### config.mk
export PLATFORM = sky130hd
export DESIGN_NAME = home_seek_push_sequencer
export DESIGN_NICKNAME = d
export VERILOG_FILES = /design/src/design/hsp_pkg.sv /design/src/design/home_seek_push_sequencer.sv /design/src/design/step_gen.sv
export VERILOG_INCLUDE_DIRS = /design/src /design/src/design
export SDC_FILE = /design/constraint.sdc
export NUM_CORES = 1
export LEC_CHECK = 0
export BUFFER_PORTS_ARGS = -buffer_cell sky130_fd_sc_hd__buf_4
export CAP_MARGIN = 0
export CORE_AREA = 2 2 188 190
export CTS_CLUSTER_DIAMETER = 60
export DETAILED_ROUTE_END_ITERATION = 8
export DIE_AREA = 0 0 190 192
export GPL_TIMING_DRIVEN = 0
export PLACE_DENSITY = 0.86
export SKIP_CTS_REPAIR_TIMING = 1
export SLEW_MARGIN = 20
export SYNTH_ARGS = -nofsm -noshare
export SYNTH_HDL_FRONTEND = slang
export SYNTH_SLANG_ARGS = --single-unit
### constraint.sdc
create_clock -name pclk -period 4.47 [get_ports pclk]
set_clock_uncertainty 0.15 [all_clocks]
set_input_delay 0.6705 -clock pclk [delete_from_list [all_inputs] [get_ports pclk]]
set_output_delay 0.6705 -clock pclk [all_outputs]
set_load 0.01 [all_outputs]
### src/design/hsp_defs.svh
// Offsets, field positions, reset values and counts of the home-seek and push sequencer
`ifndef HSP_DEFS_SVH
`define HSP_DEFS_SVH
`define CLK_HZ          10000000
`define POS_W           24
`define SPD_W           20
`define ADDR_W          8
`define OFS_CTRL        8'h00
`define OFS_RUN_SPD     8'h04
`define OFS_START_SPD   8'h08
`define OFS_ACCEL       8'h0c
`define OFS_HOME_OFS    8'h10
`define OFS_PUSH_CUR    8'h14
`define OFS_PRESET      8'h18
`define OFS_PUSH_DIST   8'h1c
`define OFS_OP_SPD      8'h20
`define OFS_STATUS      8'h24
`define OFS_CMD_POS     8'h28
`define CTRL_MODE_LSB   0
`define CTRL_DIR_BIT    2
`define CTRL_SENSOR_IN_A_BIT   3
`define CTRL_TIM_BIT    4
`define MODE_2SENSOR    2'h0
`define MODE_3SENSOR    2'h1
`define MODE_PUSH       2'h2
`define RST_MODE        2'h1
`define RST_DIR         1'b1
`define RST_RUN_SPD     20'h003e8
`define RST_START_SPD   20'h001f4
`define RST_ACCEL       20'h003e8
`define RST_HOME_OFS    24'h000000
`define RST_PUSH_CUR    10'h3e8
`define RST_PRESET      24'h000000
`define RST_PUSH_DIST   24'h001388
`define RST_OP_SPD      20'h001f4
`define FINAL_SPD_CAP   20'h001f4
`define RETREAT_STEPS   24'h0000c8
`endif

### src/design/hsp_pkg.sv
// Types shared by the sequencer and its step generator
package hsp_pkg;
	typedef enum {
		S_IDLE, S_OP_RUN, S_PUSH_ACK, S_SEEK, S_ESCAPE, S_RETREAT, S_REFINE,
		S_OFFSET, S_DONE
	} seq_state_e;

	// One move request to the step generator; count zero runs until reloaded or halted
	typedef struct packed {
		logic [23:0] count;
		logic [19:0] speed;
		logic        dir;
	} move_cmd_s;

	typedef struct packed {
		logic [1:0] mode;
		logic       dir;
		logic       sensor_in_a_en;
		logic       tim_en;
	} home_cfg_s;
endpackage

### src/design/home_seek_push_sequencer.sv
// Push-motion end handling and return-to-home sequencing with an APB register file
//
// Design decisions made here: the APB register port and the placing of the registers.
`timescale 1ns/1ns
`include "hsp_defs.svh"
module home_seek_push_sequencer import hsp_pkg::*; #(
	parameter int CLK_HZ = `CLK_HZ
) (
	// Clock and reset
	input  wire logic        pclk,
	input  wire logic        presetn,
	// APB slave
	input  wire logic        psel,
	input  wire logic        penable,
	input  wire logic        pwrite,
	input  wire logic [7:0]  paddr,
	input  wire logic [31:0] pwdata,
	output logic [31:0]      prdata,
	output logic             pready,
	output logic             pslverr,
	// Host control pins
	input  wire logic        op_select_bit0,
	input  wire logic [4:1]  op_select_mid,
	input  wire logic        op_select_bit5,
	input  wire logic        start_in,
	input  wire logic        home_in,
	input  wire logic        preset_cmd,
	output logic             ready_out,
	output logic             push_status_out,
	output logic             home_done_out,
	// Sensors
	input  wire logic        home_sensor,
	input  wire logic        limit_sensor,
	input  wire logic        sensor_in_a,
	input  wire logic        phase_timing_signal,
	input  wire logic        push_contact,
	// Motor drive
	output logic             step_out,
	output logic             dir_out,
	output logic [9:0]       current_out,
	output logic [19:0]      accel_out
);
	seq_state_e        state_q, state_d;
	home_cfg_s         cfg_q;
	logic [19:0]       run_spd_q, start_spd_q, accel_q, op_spd_q;
	logic [23:0]       home_ofs_q, preset_q, push_dist_q, cmd_pos_q;
	logic [9:0]        push_cur_q;
	logic              ready_q, push_q, hdone_q, home_prev_q, lim_prev_q;
	logic [5:0]        sel_q;
	logic              seek_dir_q, seek_dir_d;
	move_cmd_s         mv_d;
	logic              mv_load;
	logic              sg_step, sg_dir, sg_busy, sg_done;

	// Register decode
	wire        wr_en = psel && penable && pwrite;
	wire [5:0]  sel_in = {op_select_bit5, op_select_mid, op_select_bit0};
	wire        hit_ctrl = (paddr == `OFS_CTRL);
	wire        mapped = hit_ctrl || paddr == `OFS_RUN_SPD || paddr == `OFS_START_SPD
		|| paddr == `OFS_ACCEL || paddr == `OFS_HOME_OFS || paddr == `OFS_PUSH_CUR
		|| paddr == `OFS_PRESET || paddr == `OFS_PUSH_DIST || paddr == `OFS_OP_SPD
		|| paddr == `OFS_STATUS || paddr == `OFS_CMD_POS;
	wire        idle = (state_q == S_IDLE);
	wire        take_op = idle && ready_q && start_in;
	wire        take_home = idle && ready_q && home_in && !start_in;
	wire        take_preset = idle && ready_q && preset_cmd && !start_in && !home_in;
	wire        home_rise = home_sensor && !home_prev_q;
	wire        lim_rise = limit_sensor && !lim_prev_q;
	wire        refine_en = cfg_q.sensor_in_a_en || cfg_q.tim_en;
	// Both enabled signals must agree while the home sensor is still active
	wire        refine_hit = home_sensor && (!cfg_q.sensor_in_a_en || sensor_in_a)
		&& (!cfg_q.tim_en || phase_timing_signal);
	wire [19:0] final_spd = (start_spd_q < `FINAL_SPD_CAP) ? start_spd_q
		: `FINAL_SPD_CAP;
	wire        ofs_neg = home_ofs_q[23];
	wire [23:0] ofs_mag = ofs_neg ? 24'h000000 - home_ofs_q : home_ofs_q;
	wire [19:0] seek_spd = (cfg_q.mode == `MODE_3SENSOR) ? run_spd_q : start_spd_q;

	// Reads are side-effect free; status shows the live sequencer state
	function automatic logic [31:0] rd_mux(input logic [7:0] a);
		case (a)
			`OFS_CTRL:      rd_mux = {27'h0, cfg_q.tim_en, cfg_q.sensor_in_a_en, cfg_q.dir, cfg_q.mode};
			`OFS_RUN_SPD:   rd_mux = {12'h0, run_spd_q};
			`OFS_START_SPD: rd_mux = {12'h0, start_spd_q};
			`OFS_ACCEL:     rd_mux = {12'h0, accel_q};
			`OFS_HOME_OFS:  rd_mux = {{8{home_ofs_q[23]}}, home_ofs_q};
			`OFS_PUSH_CUR:  rd_mux = {22'h0, push_cur_q};
			`OFS_PRESET:    rd_mux = {{8{preset_q[23]}}, preset_q};
			`OFS_PUSH_DIST: rd_mux = {8'h0, push_dist_q};
			`OFS_OP_SPD:    rd_mux = {12'h0, op_spd_q};
			`OFS_STATUS:    rd_mux = {16'h0, 2'h0, sel_q, 4'(state_q), sg_busy,
				hdone_q, push_q, ready_q};
			`OFS_CMD_POS:   rd_mux = {{8{cmd_pos_q[23]}}, cmd_pos_q};
			default:        rd_mux = 32'h00000000;
		endcase
	endfunction

	// Zero-wait slave, unmapped addresses answer with an error and read zero
	assign pready = 1'b1;
	assign pslverr = psel && penable && !mapped;
	assign prdata = (psel && !pwrite) ? rd_mux(paddr) : 32'h00000000;

	// Configuration registers; widths bound the documented ranges
	always_ff @(posedge pclk or negedge presetn) begin
		if (!presetn) begin
			cfg_q <= '{mode: `RST_MODE, dir: `RST_DIR, sensor_in_a_en: 1'b0, tim_en: 1'b0};
			run_spd_q <= `RST_RUN_SPD;
			start_spd_q <= `RST_START_SPD;
			accel_q <= `RST_ACCEL;
			home_ofs_q <= `RST_HOME_OFS;
			push_cur_q <= `RST_PUSH_CUR;
			preset_q <= `RST_PRESET;
			push_dist_q <= `RST_PUSH_DIST;
			op_spd_q <= `RST_OP_SPD;
		end else if (wr_en) begin
			case (paddr)
				`OFS_CTRL: begin
					cfg_q.mode <= (pwdata[1:0] == 2'h3) ? cfg_q.mode : pwdata[1:0];
					cfg_q.dir <= pwdata[`CTRL_DIR_BIT];
					cfg_q.sensor_in_a_en <= pwdata[`CTRL_SENSOR_IN_A_BIT];
					cfg_q.tim_en <= pwdata[`CTRL_TIM_BIT];
				end
				`OFS_RUN_SPD:   run_spd_q <= pwdata[19:0];
				`OFS_START_SPD: start_spd_q <= pwdata[19:0];
				`OFS_ACCEL:     accel_q <= pwdata[19:0];
				`OFS_HOME_OFS:  home_ofs_q <= pwdata[23:0];
				`OFS_PUSH_CUR:  push_cur_q <= pwdata[9:0];
				`OFS_PRESET:    preset_q <= pwdata[23:0];
				`OFS_PUSH_DIST: push_dist_q <= pwdata[23:0];
				`OFS_OP_SPD:    op_spd_q <= pwdata[19:0];
				default: ;
			endcase
		end
	end

	// Sequencer next state and move requests
	always_comb begin
		state_d = state_q;
		seek_dir_d = seek_dir_q;
		mv_load = 1'b0;
		mv_d = '{count: 24'h0, speed: seek_spd, dir: seek_dir_q};
		case (state_q)
			S_IDLE: begin
				if (take_op) begin
					state_d = S_OP_RUN;
					mv_load = 1'b1;
					mv_d = '{count: push_dist_q, speed: op_spd_q, dir: 1'b1};
				end else if (take_home) begin
					state_d = S_SEEK;
					seek_dir_d = cfg_q.dir;
					mv_load = 1'b1;
					mv_d = '{count: 24'h0, speed: seek_spd, dir: cfg_q.dir};
				end
			end
			S_OP_RUN: begin
				if (push_contact) begin
					state_d = S_PUSH_ACK;
				end else if (sg_done) begin
					state_d = S_IDLE;
				end
			end
			S_PUSH_ACK: state_d = S_IDLE;
			S_SEEK: begin
				case (cfg_q.mode)
					`MODE_3SENSOR: begin
						if (home_rise) begin
							state_d = refine_en ? S_REFINE : S_OFFSET;
							mv_load = refine_en;
							mv_d = '{count: 24'h0, speed: final_spd, dir: seek_dir_q};
						end else if (lim_rise) begin
							seek_dir_d = !seek_dir_q;
							mv_load = 1'b1;
							mv_d = '{count: 24'h0, speed: seek_spd, dir: !seek_dir_q};
						end
					end
					`MODE_2SENSOR: begin
						if (limit_sensor) begin
							state_d = S_ESCAPE;
							seek_dir_d = !seek_dir_q;
							mv_load = 1'b1;
							mv_d = '{count: 24'h0, speed: final_spd, dir: !seek_dir_q};
						end
					end
					default: begin
						if (push_contact) begin
							state_d = S_RETREAT;
							seek_dir_d = !seek_dir_q;
							mv_load = 1'b1;
							mv_d = '{count: `RETREAT_STEPS, speed: final_spd, dir: !seek_dir_q};
						end
					end
				endcase
			end
			S_ESCAPE: begin
				if (!limit_sensor) begin
					state_d = S_RETREAT;
					mv_load = 1'b1;
					mv_d = '{count: `RETREAT_STEPS, speed: final_spd, dir: seek_dir_q};
				end
			end
			S_RETREAT: if (sg_done) state_d = S_OFFSET;
			S_REFINE: if (refine_hit) state_d = S_OFFSET;
			S_OFFSET: begin
				if (ofs_mag != 24'h0) begin
					state_d = S_DONE;
					mv_load = 1'b1;
					mv_d = '{count: ofs_mag, speed: run_spd_q, dir: !ofs_neg};
				end else begin
					state_d = S_DONE;
				end
			end
			S_DONE: if (!sg_busy) state_d = S_IDLE;
			default: state_d = S_IDLE;
		endcase
	end

	// Any leftover continuous move stops when a sensor ends its phase
	wire halt = !mv_load && sg_busy
		&& ((state_q == S_OP_RUN && push_contact) || state_d == S_OFFSET);

	step_gen #(
		.CLK_HZ (CLK_HZ)
	) u_step (
		.pclk     (pclk),
		.presetn  (presetn),
		.load     (mv_load),
		.cmd      (mv_d),
		.halt     (halt),
		.step_out (sg_step),
		.dir_out  (sg_dir),
		.busy     (sg_busy),
		.done     (sg_done)
	);

	// Sequencer state, host handshake outputs and command position
	always_ff @(posedge pclk or negedge presetn) begin
		if (!presetn) begin
			state_q <= S_IDLE;
			seek_dir_q <= 1'b1;
			ready_q <= 1'b0;
			push_q <= 1'b0;
			hdone_q <= 1'b0;
			sel_q <= 6'h00;
			cmd_pos_q <= 24'h000000;
			home_prev_q <= 1'b0;
			lim_prev_q <= 1'b0;
		end else begin
			state_q <= state_d;
			seek_dir_q <= seek_dir_d;
			home_prev_q <= home_sensor;
			lim_prev_q <= limit_sensor;
			// Ready rises one cycle after push status, never with it
			ready_q <= (state_d == S_IDLE) && (state_q != S_OP_RUN || !push_contact);
			if (take_op || take_home) begin
				push_q <= 1'b0;
				hdone_q <= 1'b0;
			end
			if (take_op) sel_q <= sel_in;
			if (state_q == S_OP_RUN && push_contact) push_q <= 1'b1;
			if (state_q == S_DONE && !sg_busy) begin
				hdone_q <= 1'b1;
				cmd_pos_q <= 24'h000000;
			end else if (take_preset) begin
				cmd_pos_q <= preset_q;
			end else if (sg_step) begin
				cmd_pos_q <= sg_dir ? cmd_pos_q + 24'h000001 : cmd_pos_q - 24'h000001;
			end
		end
	end

	assign ready_out = ready_q;
	assign push_status_out = push_q;
	assign home_done_out = hdone_q;
	assign step_out = sg_step;
	assign dir_out = sg_dir;
	// Push current only applies while a push or push homing is running
	assign current_out = (state_q == S_OP_RUN || state_q == S_PUSH_ACK
		|| (cfg_q.mode == `MODE_PUSH && !idle)) ? push_cur_q : `RST_PUSH_CUR;
	assign accel_out = accel_q;

	// Steps issued while retreating, so the fixed count is checked at the motor side
	logic [8:0] retreat_cnt_q;
	always_ff @(posedge pclk or negedge presetn) begin
		if (!presetn) begin
			retreat_cnt_q <= 9'h000;
		end else if (mv_load) begin
			retreat_cnt_q <= 9'h000;
		end else if (state_q == S_RETREAT && sg_step) begin
			retreat_cnt_q <= retreat_cnt_q + 9'h001;
		end
	end
endmodule

### src/design/step_gen.sv
// Step pulse generator with a phase accumulator and a step down-counter
`timescale 1ns/1ns
`include "hsp_defs.svh"
module step_gen import hsp_pkg::*; #(
	parameter int CLK_HZ = `CLK_HZ
) (
	// Clock and reset
	input  wire logic      pclk,
	input  wire logic      presetn,
	// Move request
	input  wire logic      load,
	input  wire move_cmd_s cmd,
	input  wire logic      halt,
	// Motor side
	output logic           step_out,
	output logic           dir_out,
	output logic           busy,
	output logic           done
);
	localparam logic [24:0] LIMIT = 25'(CLK_HZ);

	logic [24:0] acc_q, acc_d;
	logic [23:0] left_q, left_d;
	logic        run_q, run_d, cont_q, cont_d, dir_q, dir_d, step_d, done_d;
	logic [19:0] spd_q, spd_d;
	logic        step_q, done_q;
	wire  [24:0] sum = acc_q + 25'(spd_q);
	wire         tick = run_q && (sum >= LIMIT);

	// Next move state; a load restarts at once so speed changes need no gap
	always_comb begin
		acc_d = acc_q;
		left_d = left_q;
		run_d = run_q;
		cont_d = cont_q;
		dir_d = dir_q;
		spd_d = spd_q;
		step_d = 1'b0;
		done_d = 1'b0;
		if (load) begin
			acc_d = '0;
			left_d = cmd.count;
			cont_d = (cmd.count == '0);
			run_d = 1'b1;
			dir_d = cmd.dir;
			spd_d = cmd.speed;
		end else if (halt && run_q) begin
			run_d = 1'b0;
			done_d = 1'b1;
		end else if (run_q) begin
			acc_d = tick ? sum - LIMIT : sum;
			step_d = tick;
			if (tick && !cont_q) begin
				left_d = left_q - 24'h000001;
				if (left_q == 24'h000001) begin
					run_d = 1'b0;
					done_d = 1'b1;
				end
			end
		end
	end

	// Registers
	always_ff @(posedge pclk or negedge presetn) begin
		if (!presetn) begin
			acc_q <= '0;
			left_q <= '0;
			run_q <= 1'b0;
			cont_q <= 1'b0;
			dir_q <= 1'b0;
			spd_q <= '0;
			step_q <= 1'b0;
			done_q <= 1'b0;
		end else begin
			acc_q <= acc_d;
			left_q <= left_d;
			run_q <= run_d;
			cont_q <= cont_d;
			dir_q <= dir_d;
			spd_q <= spd_d;
			step_q <= step_d;
			done_q <= done_d;
		end
	end

	assign step_out = step_q;
	assign dir_out = dir_q;
	assign busy = run_q;
	assign done = done_q;
endmodule

==> results of run 1 <==
[worst min-delay path by stage]
stage                       endpoint  slack [ns]  depth (start not counted)
global route             home_prev_q        0.17                          1
detailed placement  u_step.acc_q[16]        0.32                          2
CTS                    accel_out[17]       -0.09                          1
finish                   home_prev_q        0.19                          1
floorplan               accel_out[0]        0.22                          0
global placement    u_step.acc_q[15]        0.32                          2
[per-layer routing]
metal	part of all wire (%)	GRT usage, %	wire length [um]	vias to the layer above
met1	36	46.9	24900	8930
met4	7.4	21.8	5110	2
met5	0.019	0	13	-
met2	45	57.4	31100	1460
li1	-	-	-	7919
met3	12	7.82	8080	398
[registers in the layout (all words and copies together) (netlist names), 24 cells and up]
name	cells
preset_q	24
u_step.acc_q	25
push_dist_q	24
cmd_pos_q	24
home_ofs_q	24
u_step.left_q	24
state_q	32
[layout make-up]
| cell class | instances | area (um^2) |
|---|---|---|
| clock buffer | 52 | 1050 |
| multi-input combinational | 1549 | 11400 |
| sequential | 309 | 7780 |
| inverter | 25 | 97.6 |
| buffer | 129 | 668 |
| fill | 2556 | 11400 |
| tap | 455 | 569 |
| timing repair inverter | 1 | 5.00 |
| antenna | 1 | 2.50 |
| clock inverter | 12 | 128 |
| timing repair buffer | 152 | 1220 |
[stage by stage]
stage                     setup slack (ns)  util (%)  setup TNS [ns]
after floorplan                     0.0213         -               0
final                              -0.0625      66.8          -0.120
after global routing                -0.102      66.8          -0.446
after CTS                            -1.22      64.0          -49.81
after detailed placement             -1.17      60.6          -46.28
after global placement               -1.30      60.3          -48.05
[cells by family after synthesis]
family,share of synthesized area [%]
buffers and inverters,3.75
XOR/XNOR,3.30
adder cells (fa/ha/maj),3.22
other,0.0393
flip-flops,40.7
multiplexers,12.4
AO/OA/AOI/OAI,20.3
AND/OR/NAND/NOR,16.3
[cell usage in the layout, fill, tap and decap left out, types with 38 or more instances in the layout]
master and count:
nand2_1 163, a211oi_1 38, buf_4 159, a21oi_1 104
clkbuf_1 87, nand3_1 43, nor2_1 185, dfstp_2 38
ha_1 44, o21ai_0 55, mux2_2 178, dfrtp_1 269
nor3_1 52, a22oi_1 58, xnor2_1 42
[power by group]
group	switching, mW	leakage (nW)	internal [mW]
sequential	0.299	3.88	3.09
combinational	2.38	5.47	1.73
clock	1.20	0.581	1.76
total	3.88	9.93	6.59
==> results.json, run 1 <==
{
  "finalSetupViolCount": 4,
  "dr.pass1.iters": 9,
  "hold_slack_ns": 0.189,
  "hp-class": "in -> reg",
  "grt_pass1_vias": 17400,
  "initial_core_util_pct": 55.8,
  "vias": 18700,
  "numPlacedInstances": 2590,
  "instances_no_fill": 2685,
  "ant_nets": 0,
  "cp_num_cells": 15,
  "power_mw": 10.5,
  "cellLeakagePower_nw": 9.93,
  "numCtsBuffers": 37,
  "grt-ovfl-total": 0,
  "tightest_slew_ns": 1.12,
  "fp-row-count": 68,
  "r2r_slack_ns": -0.06,
  "io_buffers": 116,
  "clock_latency_ns": 0.53,
  "core-area_um2": 34300,
  "async_reset_ff_share_pct": 100,
  "slowest_stage": "or4_4",
  "synth-main-ff-cell": "dfrtp_1",
  "worst-path-max-fanout": 10,
  "rr_worst_depth": 15,
  "synth_cells": 1989,
  "finalHoldViolations": 0,
  "final_cell_area_um2": 22900,
  "max-slew-margin-rel_pct": 25.6,
  "path_delay_family": "compound AO/OA/AOI/OAI gates",
  "grt_usage_pct": 36.6,
  "synth_most_common_cell": "dfrtp_1",
  "ys_seq_area_share_pct": 40.7,
  "critPathArrivalTime_ns": 4.77,
  "synth-edff-count": 0,
  "worstSetupEndpoint": "u_step.left_q[5]",
  "setup.worst_path.end_class": "register",
  "die_y_um": 192,
  "crit_buf_inv": 2,
  "chipWidth_um": 190,
  "grt_max_degree": 102,
  "worstSetupStartpointType": "register",
  "yosys_warnings": 0,
  "drive_gt1_share_pct": 26.2,
  "via_per_inst": 6.97,
  "dp_hpwl_mm": 50.1,
  "synth_area_per_cell_um2": 9.62,
  "power_density_nw_per_um2": 457,
  "crit_type": "reg -> reg",
  "dpl-instance-area_um2": 20800,
  "ctsHtreeMaxLevel": 2,
  "ys_types": 91,
  "clk_pin_slew_ns": 0.06,
  "antenna_found_initial": 3,
  "synth_area_um2": 19100,
  "drt-total-wl_mm": 69.3,
  "synth_seq_cells": 309,
  "first_iter_violations": 2772,
  "cts.sinks": 309,
  "crit_required_ns": 4.71,
  "ir_drop_mv": 0.338,
  "synth_top_area_share_pct": 35.5,
  "status": "finished with violations",
  "clock_path_buffers": 3,
  "holdCritStartpoint": "home_sensor",
  "drc": 0,
  "critPathLaunch": "u_step.spd_q[0]",
  "r2r-start": "u_step.spd_q[0]",
  "synth_top_area_cell": "dfrtp_1",
  "worst_slack_ns": -0.0625,
  "slowest_delay_ns": 0.57,
  "path_cells": "ha_2 > fa_2 > a211oi_4 > buf_4 > nor2_1 > xnor2_1 > o2111ai_1 > or4_4 > a211oi_4 > o211ai_1 > a2111o_1 > buf_6 > a2111oi_1 > xnor2_1 > a21oi_1",
  "io_pins": 128,
  "reg2reg_to": "u_step.left_q[5]",
  "area.growth.synth_to_final_pct": 19.7,
  "drv_cap": 0,
  "clockRootBuffer": "clkbuf_16",
  "grt_pass1_wl_mm": 102,
  "slew_violations": 0,
  "violations": "setup timing",
  "synthTopCellsByArea": "dfrtp_1 35%, mux2_2 11%, dfstp_2 5.2%",
  "fmax_mhz": 221,
  "min_period_ns": 4.53,
  "nets": 2311,
  "rsz0062_at_grt": "true",
  "finalCritPeriodShare_pct": 101,
  "ys_top_cells_by_count": "271 x dfrtp_1, 188 x nor2_1, 180 x mux2_2, 163 x nand2_1, 115 x a21oi_1",
  "die_area_um2": 36500,
  "routedWlPerCell_um": 25.8,
  "cts_tree": "done",
  "place.gp.congestion": 1.04
}
Note: power is estimated with default switching activity, not from simulation.
==> run 2: changes to the inputs <==
--- a/config.mk
+++ b/config.mk
@@ -13,6 +13,7 @@
 export DETAILED_ROUTE_END_ITERATION = 8
 export DIE_AREA = 0 0 190 192
 export GPL_TIMING_DRIVEN = 0
+export MAX_ROUTING_LAYER = met4
 export PLACE_DENSITY = 0.86
 export SKIP_CTS_REPAIR_TIMING = 1
 export SLEW_MARGIN = 20
==> run 2 against run 1 <==
The run still ends with setup timing left. Sequential share of layout area decreased by 0.18 points. Fmax rose by 1.1%. Global-route usage rose by 1.3 points. Clock power up 4%. Critical path type unchanged. Critical endpoint is now u_step.spd_q[19]. Largest power group unchanged.
==> results.json, run 2 (same netlist as run 1, synthesis figures left out) <==
{
  "status": "finished with violations",
  "violations": "setup timing",
  "post-route-util_pct": 67.1,
  "seqCellArea_um2": 7780,
  "drc": 0,
  "place.gp.congestion": 1.10,
  "hp-class": "in -> async",
  "ctsHtreeMaxLevel": 2,
  "crit_required_ns": 4.71,
  "met3_usage_pct": 7.33,
  "io_pins": 128,
  "dp_hpwl_mm": 50.7,
  "finalHoldViolations": 0,
  "antenna_cells": 0,
  "clockRootBuffer": "clkbuf_16",
  "antenna_found_initial": 0,
  "slew_violations": 0,
  "worst-path-max-fanout": 9,
  "power_density_nw_per_um2": 453,
  "clkPwrFrac_pct": 29.5,
  "p_seq_share_pct": 32.5,
  "cts.sinks": 309,
  "mostFrequentLayoutCell": "dfrtp_1",
  "finalSetupViolCount": 2,
  "fillers": 2579,
  "power.internal_mw": 6.58,
  "worst_slack_ns": -0.0147,
  "setup.worst_path.end_class": "register",
  "first_iter_violations": 2461,
  "power_mw": 10.4,
  "cellLeakagePower_nw": 9.99,
  "combPwrFrac_pct": 38.0,
  "clk_pin_slew_ns": 0.06,
  "clock_path_buffers": 3,
  "layout_common_cells": "269 x dfrtp_1, 184 x nor2_1, 180 x mux2_2, 164 x buf_4, 162 x nand2_1",
  "max-slew-margin-rel_pct": 9.39,
  "power_switching_mw": 3.84,
  "critPathLaunch": "home_ofs_q[6]",
  "critPathArrivalTime_ns": 4.72,
  "via_per_inst": 6.92,
  "area.growth.synth_to_final_pct": 20.3,
  "dr.pass1.iters": 8,
  "grt_max_degree": 95,
  "die_y_um": 192,
  "grt-ovfl-total": 0,
  "grt_use_met1_pct": 47.1,
  "min_period_ns": 4.48,
  "largest_register_ffs": 32,
  "numCtsBuffers": 37,
  "initial_core_util_pct": 55.8,
  "nets": 2313,
  "largestRegisters": "state_q x32, u_step.acc_q x25",
  "cts_tree": "done",
  "io_buffers": 116,
  "rsz0062_at_grt": "true",
  "swShare_pct": 36.9,
  "busiest_layer": "met2",
  "clock_latency_ns": 0.54,
  "grt_pass1_wl_mm": 103,
  "ir_drop_mv": 0.259,
  "vias": 18600,
  "finalCritPeriodShare_pct": 100,
  "drive_gt1_share_pct": 26.7,
  "grt_usage_pct": 38.0,
  "grt_use_met2_pct": 59.1,
  "grt_pass1_vias": 17500,
  "multi_input_area_um2": 11400,
  "hold_slack_ns": 0.0178,
  "r2r-start": "home_ofs_q[6]",
  "fp-row-count": 68,
  "dpl-instance-area_um2": 20800,
  "drt-total-wl_mm": 69.4,
  "worstSetupStartpointType": "register",
  "crit_type": "reg -> reg",
  "final_cell_area_um2": 23000,
  "ant_nets": 0,
  "core-area_um2": 34300,
  "drv_cap": 0,
  "routedWlPerCell_um": 25.8,
  "top_register": "state_q",
  "tightest_slew_ns": 1.36,
  "die_area_um2": 36500,
  "chipWidth_um": 190,
  "fmax_mhz": 223
}
-- run 2: cell types whose count changed in the layout (fill, tap and decap cells not counted), sizes merged --
cell | before | now
buf | 194 | 199
bufinv | 2 | 3
clkbuf | 138 | 134
clkdlybuf4s15 | 0 | 1
clkinvlp | 3 | 2
diode | 1 | 0
dlygate4sd3 | 1 | 0
inv | 27 | 30
-- run 2: through the flow --
step           TNS, ns  worst slack (ns)  instances
6_report       -0.0258           -0.0147       2688
5_1_grt         -0.767           -0.0684       2688
4_1_cts         -49.72             -1.20       2656
3_5_place_dp    -44.99             -1.16       2590
3_3_place_gp    -41.98             -1.31       2587
2_1_floorplan        0            0.0213       2016
-- run 2: cell type report --
| class | instances | share of cell area (%) |
|---|---|---|
| Inverter | 25 | 0.424 |
| Sequential cell | 309 | 33.8 |
| Clock buffer | 51 | 4.57 |
| Timing Repair Buffer | 155 | 5.35 |
| Multi-Input combinational cell | 1549 | 49.7 |
| Tap cell | 455 | 2.47 |
| Buffer | 128 | 2.93 |
| Timing Repair inverter | 1 | 0.0217 |
| Clock inverter | 15 | 0.761 |
-- run 2: path summary, 6_finish.rpt --
| path | slack [ns] | endpoint | depth (start not counted) |
|---|---|---|---|
| max | -0.01 | u_step.spd_q[19] | 12 |
| min in group pclk | 0.15 | home_prev_q | 1 |
| min reg2reg | 0.34 | u_step.acc_q[12] | 2 |
| max in group asynchronous | 2.89 | push_cur_q[5] | 3 |
| max reg2reg | -0.01 | u_step.spd_q[19] | 12 |
| min | 0.02 | state_q[20] | 1 |
-- run 2: power groups by stage --
| stage | Sequential [mW] | Combinational (mW) | Clock (mW) |
|---|---|---|---|
| floorplan | 3.30 | 2.57 | 0 |
| global placement | 3.39 | 3.24 | 0 |
| detailed placement | 3.41 | 3.36 | 0 |
| CTS | 3.36 | 3.40 | 3.07 |
| global route | 3.41 | 4.27 | 3.19 |
| finish | 3.39 | 3.96 | 3.07 |
-- run 2: layer usage --
metal	wire, um	vias to the layer above	share of wire [%]
met5	0	-	0
met4	4830	0	7.0
met3	7510	391	11
met2	31300	1328	45
met1	25700	8972	37
li1	-	7908	-
-- run 2: worst max-delay path, stage by stage (launching register included) --
cell,delay [ns]
dfrtp_1,0.37
buf_6,0.15
or4_4,0.51
buf_6,0.15
or4_4,0.44
o41ai_4,0.40
xnor2_2,0.16
or4_4,0.46
nor4_4,0.40
buf_6,0.21
mux2_2,0.35
a221oi_2,0.44
a21oi_1,0.13
